==> config.mk <==
export PLATFORM = sky130hd
export DESIGN_NAME = lah_host_regs
export DESIGN_NICKNAME = d
export VERILOG_FILES = /design/src/logic/lah_pkg.sv /design/src/logic/lah_host_regs.sv /design/src/logic/lah_strobe.sv
export SDC_FILE = /design/constraint.sdc
export NUM_CORES = 1
export LEC_CHECK = 0
export BUFFER_PORTS_ARGS = -buffer_cell sky130_fd_sc_hd__buf_2
export CORE_ASPECT_RATIO = 0.5
export CORE_MARGIN = 2
export CORE_UTILIZATION = 44
export DETAILED_ROUTE_END_ITERATION = 12
export PLACE_DENSITY = 0.82
export SYNTH_ARGS = -nofsm -noshare
export SYNTH_HDL_FRONTEND = slang
export SYNTH_SLANG_ARGS = --single-unit
==> constraint.sdc <==
create_clock -name clock -period 1.55 [get_ports clock]
set_input_delay 0.2325 -clock clock [delete_from_list [all_inputs] [get_ports clock]]
set_output_delay 0.2325 -clock clock [all_outputs]
set_load 0.02 [all_outputs]
==> src/logic/lah_pkg.sv <==
// package of constants and types for the link adaptor host register block
//------------------------------------------------------------
// Summary of operation
// - link data packet sets receive valid flag
// - only data read or reset clears valid
// - status bits 2-7 read as zero
// - interrupt enables written and read back
// - receive interrupt is enable and valid
// - receive data read drops receive interrupt
// - receive data read sends acknowledge packet
// - transmit write sends packet, clears ready
// - transmit data read returns undefined, no effect
// - ready means empty, reset sets it
// - ready stays low until ack arrives
// - transmit interrupt is enable and ready
// - select bits plus direction pick register
// - writes to receive data are ignored
// - latch select on fall, data on rise
//------------------------------------------------------------
package lah_pkg;
   localparam logic [1:0] sel_data = 2'h0;
   localparam logic [1:0] sel_tx_data = 2'h1;
   localparam logic [1:0] sel_rx_status = 2'h2;
   localparam logic [1:0] sel_tx_status = 2'h3;
   localparam int flag_bit = 0;
   localparam int enable_bit = 1;
   localparam logic rx_valid_reset = 1'b0;
   localparam logic tx_ready_reset = 1'b1;
   localparam logic enable_reset = 1'b0;
   localparam logic [7:0] read_idle = 8'h00;

   typedef struct packed {
      logic chip_select_n;
      logic [1:0] register_select;
      logic read_write_dir;
      logic [7:0] host_data_bus;
   } lah_bus_s;

   typedef struct packed {
      logic [1:0] sel;
      logic rd;
   } lah_access_s;
endpackage : lah_pkg

==> src/logic/lah_host_regs.sv <==
// host register file and interrupt logic of the link adaptor
`timescale 1ns/1ps
module lah_host_regs (
   input wire logic clock,
   input wire logic rst_b,
   input wire logic chip_select_n,
   input wire logic [1:0] register_select,
   input wire logic read_write_dir,
   input wire logic [7:0] host_data_in,
   output logic [7:0] host_data_out,
   output logic host_data_oe_n,
   input wire logic packet_received,
   input wire logic [7:0] packet_data,
   input wire logic ack_received,
   output logic send_data,
   output logic [7:0] send_byte,
   output logic send_ack,
   output logic receive_int,
   output logic transmit_int
);
   import lah_pkg::*;

   //------------------------------------------------------------
   // strobe decode
   //------------------------------------------------------------
   lah_bus_s bus;
   lah_access_s access;
   logic cs_fall;
   logic cs_rise;
   logic rx_valid;
   logic tx_ready;
   logic rx_enable;
   logic tx_enable;
   logic [7:0] rx_buffer;
   logic rd_rx_data;
   logic wr_tx_data;
   logic wr_rx_stat;
   logic wr_tx_stat;
   logic next_rx_valid;
   logic next_tx_ready;
   logic next_rx_enable;
   logic next_tx_enable;
   logic [1:0] rd_sel;
   logic rd_dir;

   assign bus = '{chip_select_n, register_select, read_write_dir, host_data_in};

   lah_strobe u_strobe (
      .clock(clock),
      .rst_b(rst_b),
      .bus(bus),
      .fall(cs_fall),
      .rise(cs_rise),
      .access(access)
   );

   function automatic logic hit(input lah_access_s a, input logic [1:0] s, input logic r);
      hit = (a.sel == s) && (a.rd == r);
   endfunction : hit

   // reads take effect at chip select release, after data was presented
   // invalid combinations and writes to receive data fall through
   assign rd_rx_data = cs_rise && hit(access, sel_data, 1'b1);
   assign wr_tx_data = cs_rise && hit(access, sel_tx_data, 1'b0);
   assign wr_rx_stat = cs_rise && hit(access, sel_rx_status, 1'b0);
   assign wr_tx_stat = cs_rise && hit(access, sel_tx_status, 1'b0);

   // host may move select and direction once chip select is low
   assign rd_sel = cs_fall ? register_select : access.sel;
   assign rd_dir = cs_fall ? read_write_dir : access.rd;

   //------------------------------------------------------------
   // receive side
   //------------------------------------------------------------
   // a packet landing with the read: the new arrival wins
   always_comb begin
      next_rx_valid = rx_valid;
      if (rd_rx_data) begin
         next_rx_valid = 1'b0;
      end
      if (packet_received) begin
         next_rx_valid = 1'b1;
      end
   end

   always_ff @(posedge clock or negedge rst_b) begin
      if (!rst_b) begin
         rx_valid <= rx_valid_reset;
      end else begin
         rx_valid <= next_rx_valid;
      end
   end

   always_ff @(posedge clock or negedge rst_b) begin
      if (!rst_b) begin
         rx_buffer <= read_idle;
      end else if (packet_received) begin
         rx_buffer <= packet_data;
      end
   end

   always_ff @(posedge clock or negedge rst_b) begin
      if (!rst_b) begin
         send_ack <= 1'b0;
      end else begin
         send_ack <= rd_rx_data;
      end
   end

   //------------------------------------------------------------
   // transmit side
   //------------------------------------------------------------
   // ack and write together: the ack wins; only a write to a busy buffer meets it
   always_comb begin
      next_tx_ready = tx_ready;
      if (wr_tx_data) begin
         next_tx_ready = 1'b0;
      end
      if (ack_received) begin
         next_tx_ready = 1'b1;
      end
   end

   always_ff @(posedge clock or negedge rst_b) begin
      if (!rst_b) begin
         tx_ready <= tx_ready_reset;
      end else begin
         tx_ready <= next_tx_ready;
      end
   end

   always_ff @(posedge clock or negedge rst_b) begin
      if (!rst_b) begin
         send_data <= 1'b0;
         send_byte <= read_idle;
      end else begin
         send_data <= wr_tx_data;
         if (wr_tx_data) begin
            send_byte <= host_data_in;
         end
      end
   end

   //------------------------------------------------------------
   // status enables
   //------------------------------------------------------------
   // enable written in the same edge as the interrupt update
   assign next_rx_enable = wr_rx_stat ? host_data_in[enable_bit] : rx_enable;
   assign next_tx_enable = wr_tx_stat ? host_data_in[enable_bit] : tx_enable;

   always_ff @(posedge clock or negedge rst_b) begin
      if (!rst_b) begin
         rx_enable <= enable_reset;
         tx_enable <= enable_reset;
      end else begin
         rx_enable <= next_rx_enable;
         tx_enable <= next_tx_enable;
      end
   end

   //------------------------------------------------------------
   // interrupts, registered from next state
   //------------------------------------------------------------
   always_ff @(posedge clock or negedge rst_b) begin
      if (!rst_b) begin
         receive_int <= 1'b0;
         transmit_int <= 1'b0;
      end else begin
         receive_int <= next_rx_valid & next_rx_enable;
         transmit_int <= next_tx_ready & next_tx_enable;
      end
   end

   //------------------------------------------------------------
   // read data path
   //------------------------------------------------------------
   // status bits 2-7 always zero, stronger than required
   always_ff @(posedge clock or negedge rst_b) begin
      if (!rst_b) begin
         host_data_out <= read_idle;
         host_data_oe_n <= 1'b1;
      end else begin
         host_data_oe_n <= chip_select_n | ~rd_dir;
         case (rd_sel)
            sel_data: host_data_out <= rx_buffer;
            sel_rx_status: host_data_out <= {6'h00, rx_enable, rx_valid};
            sel_tx_status: host_data_out <= {6'h00, tx_enable, tx_ready};
            default: host_data_out <= read_idle;
         endcase
      end
   end
endmodule : lah_host_regs

==> src/logic/lah_strobe.sv <==
// chip select edge detector and access latch
`timescale 1ns/1ps
module lah_strobe (
   input wire logic clock,
   input wire logic rst_b,
   input wire lah_pkg::lah_bus_s bus,
   output logic fall,
   output logic rise,
   output lah_pkg::lah_access_s access
);
   import lah_pkg::*;
   logic cs_n_q;

   always_ff @(posedge clock or negedge rst_b) begin
      if (!rst_b) begin
         cs_n_q <= 1'b1;
      end else begin
         cs_n_q <= bus.chip_select_n;
      end
   end

   assign fall = cs_n_q & ~bus.chip_select_n;
   assign rise = ~cs_n_q & bus.chip_select_n;

   // select and direction held from the falling edge
   always_ff @(posedge clock or negedge rst_b) begin
      if (!rst_b) begin
         access <= '0;
      end else if (fall) begin
         access.sel <= bus.register_select;
         access.rd <= bus.read_write_dir;
      end
   end
endmodule : lah_strobe

==> out/qor.txt, run 1 <==
GP Congestion - 0.810
Simple-gate share of the synthesized area - 8.84%
Sw power - 0.000798 W
CP startpoint kind - register
Avg Cell Area, Syn - 15.1 um2
Layout cells sized above 1 - 59.5%
Synth area leader - dfrtp_1
Fin util - 63.4%
Met2 usage - 25.3%
Routed wire per std cell - 12.9 um
Total gr overflow - 0
Status - complete, but fails checks
Max FO, Critical Path - 5
Core Rows - 14
Comb power frac - 24.0%
Int Power - 0.00213 W
GRT met1 Usage - 20.4%
Initial antenna violation count - 0
Routed Antenna Nets - 0
Setup violators final - 9
Maximum clock rate - 622 MHz
Multiplexer area fraction after synthesis - 19.0%
Gate Count Post-Synth - 92
TritonRoute pass-1 iters - 3
First-pass GRT wire length - 4.29 mm
Area Growth Syn to Fin - 36.9%
Clock-pin slew on the worst setup and hold paths - 70 ps
Grt met3 use - 5.14%
CTS root buffer - clkbuf_8
CTS buffer count - 5
Setup WS pre-CTS - -65.8 ps
Pwr dens - 1540 nW/um2
P_leak - 0.974 nW
Synth unique cells - 21
Core area - 3000 um2
Compound-cell area share of the yosys netlist - 2.71%
Synth top area cells - dfrtp_1 (61%), mux2_2 (15%), dfstp_2 (5.7%)
Total Wirelength - 2.49 mm
Vias per inst - 4.64
CP Data Required Time - 1720 ps
Die footprint - 3650 um2
Setup CP Type - register to register
Skew final - 3.74 ps
GR peak layer - met2
Initial Util - 46.3%
# IOs - 45
CTS tree - yes
Hpwl dp - 1.85 mm
Final Max Tran Viols - 0
H-Tree Depth - 2
N_diodes - 0
Count leader, synth - dfrtp_1
Number of synthesized flops with an enable pin - 0
DR iter-0 viols - 17
Hold Crit Class - primary input to register
Crit end category - register
Die H - 43.7 um
Slew @ Worst Pin - 399 ps
DRC violations left - 0
Global-route usage over all layers - 15.8%
Die Width - 83.4 um
Clock share of power - 33.1%
Failing checks - setup timing
Max-cap violations - 0
Critical path cell sequence - nand2b_4 > or4b_4 > buf_6 > mux2_2
Synthesized cell area - 1390 um2
Synth top area share - 61.3%
Peak VDD IR - 860 uV
Clock Latency Late Sink - 290 ps
Slew headroom - 73.0%
Adder-Cell Fraction of Synth Area - 0%
Final period util - 104%
Syn. warnings - 0
Worst Slack Setup Final - -58.3 ps
Vias - 895
WP data arrival - 1780 ps
Synth Register Bits - 37
Seq/Total Area, Yosys - 67.0%
Syn Nets - 116
Largest net degree at the start of global routing - 19
Ys flop type - dfrtp_1
Sinks on Clock Net - 37
Vias in the first global route - 926
Max incr delay on CP - 570 ps
Most instantiated cells after synthesis - dfrtp_1 (34), mux2_2 (19), nor2b_1 (6)
Reg power frac - 42.9%
Async SR Flop Fraction - 100%
Post-Synth XOR/XNOR Area - 0%
Final hold viol count - 0
CTS max path bufs - 2
Switching part of the total - 27.2%
Largest family of logic cells by synthesized area - multiplexers
Slowest cell on the critical path - or4b_4
RSZ-0062 raised after global routing - yes
Final nets - 176
Post-layout min period - 1610 ps
Port bufs - 44
logic make-up after synthesis:
kind of cell / count (synthesis)
muxes: 24
DFF: 37
and+or+nand+nor: 19
buffers and inverters: 7
AOI/OAI and AO/OA: 5
final timing paths:
| check | start | endpoint | slack (ps) | cells after the start |
|---|---|---|---|---|
| worst max-delay path | u_strobe.cs_n_q | send_byte[6] | -60 | 4 |
| worst min-delay path | ack_received | tx_ready | 160 | 2 |
| worst max register to register | u_strobe.cs_n_q | send_byte[6] | -60 | 4 |
| worst min register to register | rx_buffer[4] | host_data_out[4] | 490 | 1 |
| max in group asynchronous | rst_b | tx_ready | 590 | 3 |
| min in group asynchronous | rst_b | send_byte[7] | 400 | 2 |
metal layers:
metal / vias to the layer above / routed length, um
met5: - / 0
met4: 0 / 46
met3: 8 / 130
met2: 25 / 1240
met1: 431 / 1070
li1: 431 / -
sequential cells by signal, indices dropped and copies added (netlist names), 3 cells and up:
register and flops:
host_data_out 8, rx_buffer 8, send_byte 8, u_strobe.access 3
stage by stage:
step           total power [W]  setup TNS [ps]  hold slack (ps)  instances  cell area [um2]
3_3_place_gp           0.00194           -51.0              174        183             1710
5_1_grt                0.00308            -793              164        193             1900
4_1_cts                0.00295            -211              147        192             1870
6_report               0.00293            -455              157        193             1900
2_1_floorplan          0.00169           -8.60            -63.1         92             1390
3_5_place_dp           0.00196            -579              172        183             1710
layout make-up:
cell class / count / area, um2
clock buffers: 5 / 68.8
clock inverters: 3 / 65.1
fillers: 234 / 1100
inverters: 4 / 15.0
multi-input cells: 48 / 450
flip-flops and latches: 37 / 930
well taps: 40 / 50.0
repair buffers: 56 / 320
power groups by stage:
stage / Sequential [W] / Combinational, W / Clock (W)
after global placement: 0.00127 / 0.000669 / 0
after detailed placement: 0.00127 / 0.000688 / 0
after floorplan: 0.00147 / 0.000220 / 0
after CTS: 0.00126 / 0.000703 / 0.000995
final: 0.00126 / 0.000703 / 0.000969
after global routing: 0.00129 / 0.000759 / 0.00103
layout by cell type (no fill, tap or decap):
cell type / Yosys / layout
dlygate4sd3_1: 0 / 1
mux2_2: 19 / 18
clkbuf_8: 0 / 5
a21o_1: 2 / 2
o2bb2ai_1: 2 / 2
buf_4: 0 / 9
nand2b_4: 0 / 2
nor4b_1: 1 / 1
dfstp_2: 3 / 3
nand4b_1: 1 / 1
nor2b_1: 6 / 6
or2_2: 1 / 1
bufinv_16: 0 / 2
a21oi_2: 0 / 1
mux2i_1: 5 / 5
dfrtp_1: 34 / 34
nor2_1: 2 / 2
inv_1: 4 / 4
and2b_2: 1 / 1
or4b_4: 0 / 1
clkinv_2: 0 / 1
nor3_1: 1 / 1
buf_6: 1 / 2
nand3_1: 1 / 1
buf_2: 0 / 44
mux2_4: 0 / 1
and2_1: 2 / 2
worst max-delay path: cells and delay by family (launching register included):
kind,cells,cell delay [ps]
DFF,1,380
muxes,1,260
and+or+nand+nor,2,700
buffers and inverters,1,150
what timing repair did:
action | in CTS | in global routing
hold buffers | 1 | 0
setup buffers | 0 | 1
gates resized for setup | 3 | 4
endpoints found under the hold margin | 14 | 0
pin swaps | 0 | 2
setup endpoints to repair | 15 | 12
Power figures use the tool's default switching activity.
==> run 2, diff against run 1 <==
--- a/config.mk
+++ b/config.mk
@@ -14,3 +14,4 @@
 export SYNTH_ARGS = -nofsm -noshare
 export SYNTH_HDL_FRONTEND = slang
 export SYNTH_SLANG_ARGS = --single-unit
+export TNS_END_PERCENT = 10
==> run 2 against run 1 <==
Against the previous run:
- the flow still finishes with violations (setup timing)
- clock power fell by 0.4%
- clock skew shrank 0.65 ps
- utilization decreased by 0.25 points
- flip-flop and latch count stayed put
- clock-buffer cell count unchanged
- critical endpoint unchanged
- highest routed layer unchanged
==> out/qor.txt, run 2 (synthesis results as in run 1) <==
Commonest non-fill, non-tap cell in the layout - buf_2
CP startpoint kind - register
Die Width - 83.4 um (unchanged)
Crit end category - register
Die footprint - 3650 um2 (unchanged)
Layout cells sized above 1 - 59.2% (-0.27 points)
Setup Buffers After CTS - 0 (unchanged)
CTS root buffer - clkbuf_8
Largest net degree at the start of global routing - 19 (unchanged)
CTS buffer count - 5 (unchanged)
Final period util - 104% (-0.12 points)
Int Power - 0.00213 W (-0.21%)
Final-layout fill cell count - 236 (+0.85%)
Placed Area - 1710 um2 (unchanged)
Hold_ws - 158 ps (+1.07 ps)
CTS tree - yes
Sw power - 0.000792 W (-0.75%)
First-pass GRT wire length - 4.29 mm (unchanged)
Area occupied by registers - 930 um2 (unchanged)
Clock share of power - 33.1% (about the same)
DR iter-0 viols - 39 (+22)
Dpl cells - 183 (unchanged)
P_leak - 0.970 nW (-0.49%)
Pwr dens - 1540 nW/um2 (about the same)
Final nets - 175 (-0.57%)
DRC violations left - 0 (unchanged)
Setup violators final - 9 (unchanged)
Comb power frac - 23.9% (about the same)
Slew @ Worst Pin - 398 ps (-0.692 ps)
Final Max Tran Viols - 0 (unchanged)
Initial Util - 46.3% (unchanged)
Area of the multi-input gates - 450 um2 (unchanged)
Core Rows - 14 (unchanged)
Core area - 3000 um2 (unchanged)
GP Congestion - 0.810 (unchanged)
Vias in the first global route - 926 (unchanged)
Hpwl dp - 1.85 mm (unchanged)
Sinks on Clock Net - 37 (unchanged)
Area Growth Syn to Fin - 36.3%
Final hold viol count - 0 (unchanged)
RSZ-0062 raised after global routing - yes
Clock Latency Late Sink - 290 ps (about the same)
Routed wire per std cell - 12.8 um (-0.89%)
Vias per inst - 4.64 (about the same)
Clock-pin slew on the worst setup and hold paths - 70 ps (about the same)
Most frequent cells in the layout - buf_2 (44), dfrtp_1 (34), mux2_2 (18)
Max-cap violations - 0 (unchanged)
Global-route usage over all layers - 15.8% (unchanged)
Setup CP Type - register to register
N_diodes - 0 (unchanged)
Status - complete, but fails checks
Maximum clock rate - 622 MHz (+0.11%)
Non-filler cells, final - 192 (-0.52%)
Vias - 891 (-0.45%)
# IOs - 45 (unchanged)
Regs by FF count - host_data_out (8), rx_buffer (8), send_byte (8)
Reg power frac - 43.1% (+0.2 points)
Die H - 43.7 um (unchanged)
Post-layout min period - 1610 ps (-1.83 ps)
Peak VDD IR - 858 uV (-0.27%)
WP data arrival - 1780 ps (about the same)
Failing checks - setup timing
Total Power - 0.00292 W (-0.36%)
Hold Crit Class - primary input to register
Design Area, Final - 1890 um2 (-0.40%)
Setup TNS - -445 ps (+9.15 ps)
TritonRoute pass-1 iters - 3 (unchanged)
H-Tree Depth - 2 (unchanged)
Skew final - 3.08 ps (-0.653 ps)
Total gr overflow - 0 (unchanged)
Port bufs - 44 (unchanged)
Total Wirelength - 2.45 mm (-1.4%)
Slew headroom - 73.1% (about the same)
Max FO, Critical Path - 5 (unchanged)
Worst Slack Setup Final - -56.4 ps (+1.83 ps)
CTS max path bufs - 2 (unchanged)
Switching part of the total - 27.1% (-0.11 points)
Routed Antenna Nets - 0 (unchanged)
CP Data Required Time - 1720 ps (about the same)
Initial antenna violation count - 0 (unchanged)
==> run 2: cell types whose count changed in the layout (fill, tap and decap cells not counted), sizes merged <==
cell | before | now
buf | 55 | 54
==> run 2: what timing repair did <==
action                                 4_1_cts  5_1_grt
hold buffers                                 1        0
pin swaps                                    0        2
endpoints found under the hold margin       14        0
gates resized for setup                      3        4
setup endpoints to repair                   15       12
==> run 2: final timing paths <==
kind                            cells past startpoint               end  slack, ps       startpoint
worst max register to register                      4      send_byte[6]        -60  u_strobe.cs_n_q
worst min register to register                      1  host_data_out[4]        490     rx_buffer[4]
worst min-delay path                                2          tx_ready        160     ack_received
max in group asynchronous                           3          tx_ready        590            rst_b
worst max-delay path                                4      send_byte[6]        -60  u_strobe.cs_n_q
min in group asynchronous                           2      send_byte[7]        400            rst_b
==> run 2: power groups by stage <==
stage	registers [W]	clock network [W]	logic [W]
finish	0.00126	0.000965	0.000697
detailed placement	0.00127	0	0.000688
global route	0.00129	0.00103	0.000753
floorplan	0.00147	0	0.000220
global placement	0.00127	0	0.000669
CTS	0.00126	0.000995	0.000703
==> run 2: area by class of cell <==
type | count | area share, %
Clock buffer | 5 | 3.64
Clock inverter | 3 | 3.44
Inverter | 4 | 0.794
Multi-Input combinational cell | 48 | 23.8
Sequential cell | 37 | 49.1
Tap cell | 40 | 2.65
Timing Repair Buffer | 55 | 16.5
==> run 2: metrics by stage <==
stage | setup slack [ps] | util, %
global placement | -6.88 | 57.2
global route | -93.2 | 63.2
detailed placement | -65.8 | 57.2
CTS | -32.6 | 62.4
finish | -56.4 | 63.2
floorplan | -8.60 | -
==> run 2: layer usage <==
metal  vias to the layer above  routed length (um)  global-route usage, %
li1                        432                   -                      -
met1                       428                1070                   20.4
met2                        23                1220                   25.3
met3                         8                 119                   5.14
met4                         0                  46                   6.77
met5                         -                   0                      0
==> run 2: worst max-delay path, cell delays in order (launching register included) <==
cell      delay [ps]
dfstp_2          380
nand2b_4         130
or4b_4           570
buf_6            150
mux2_2           260
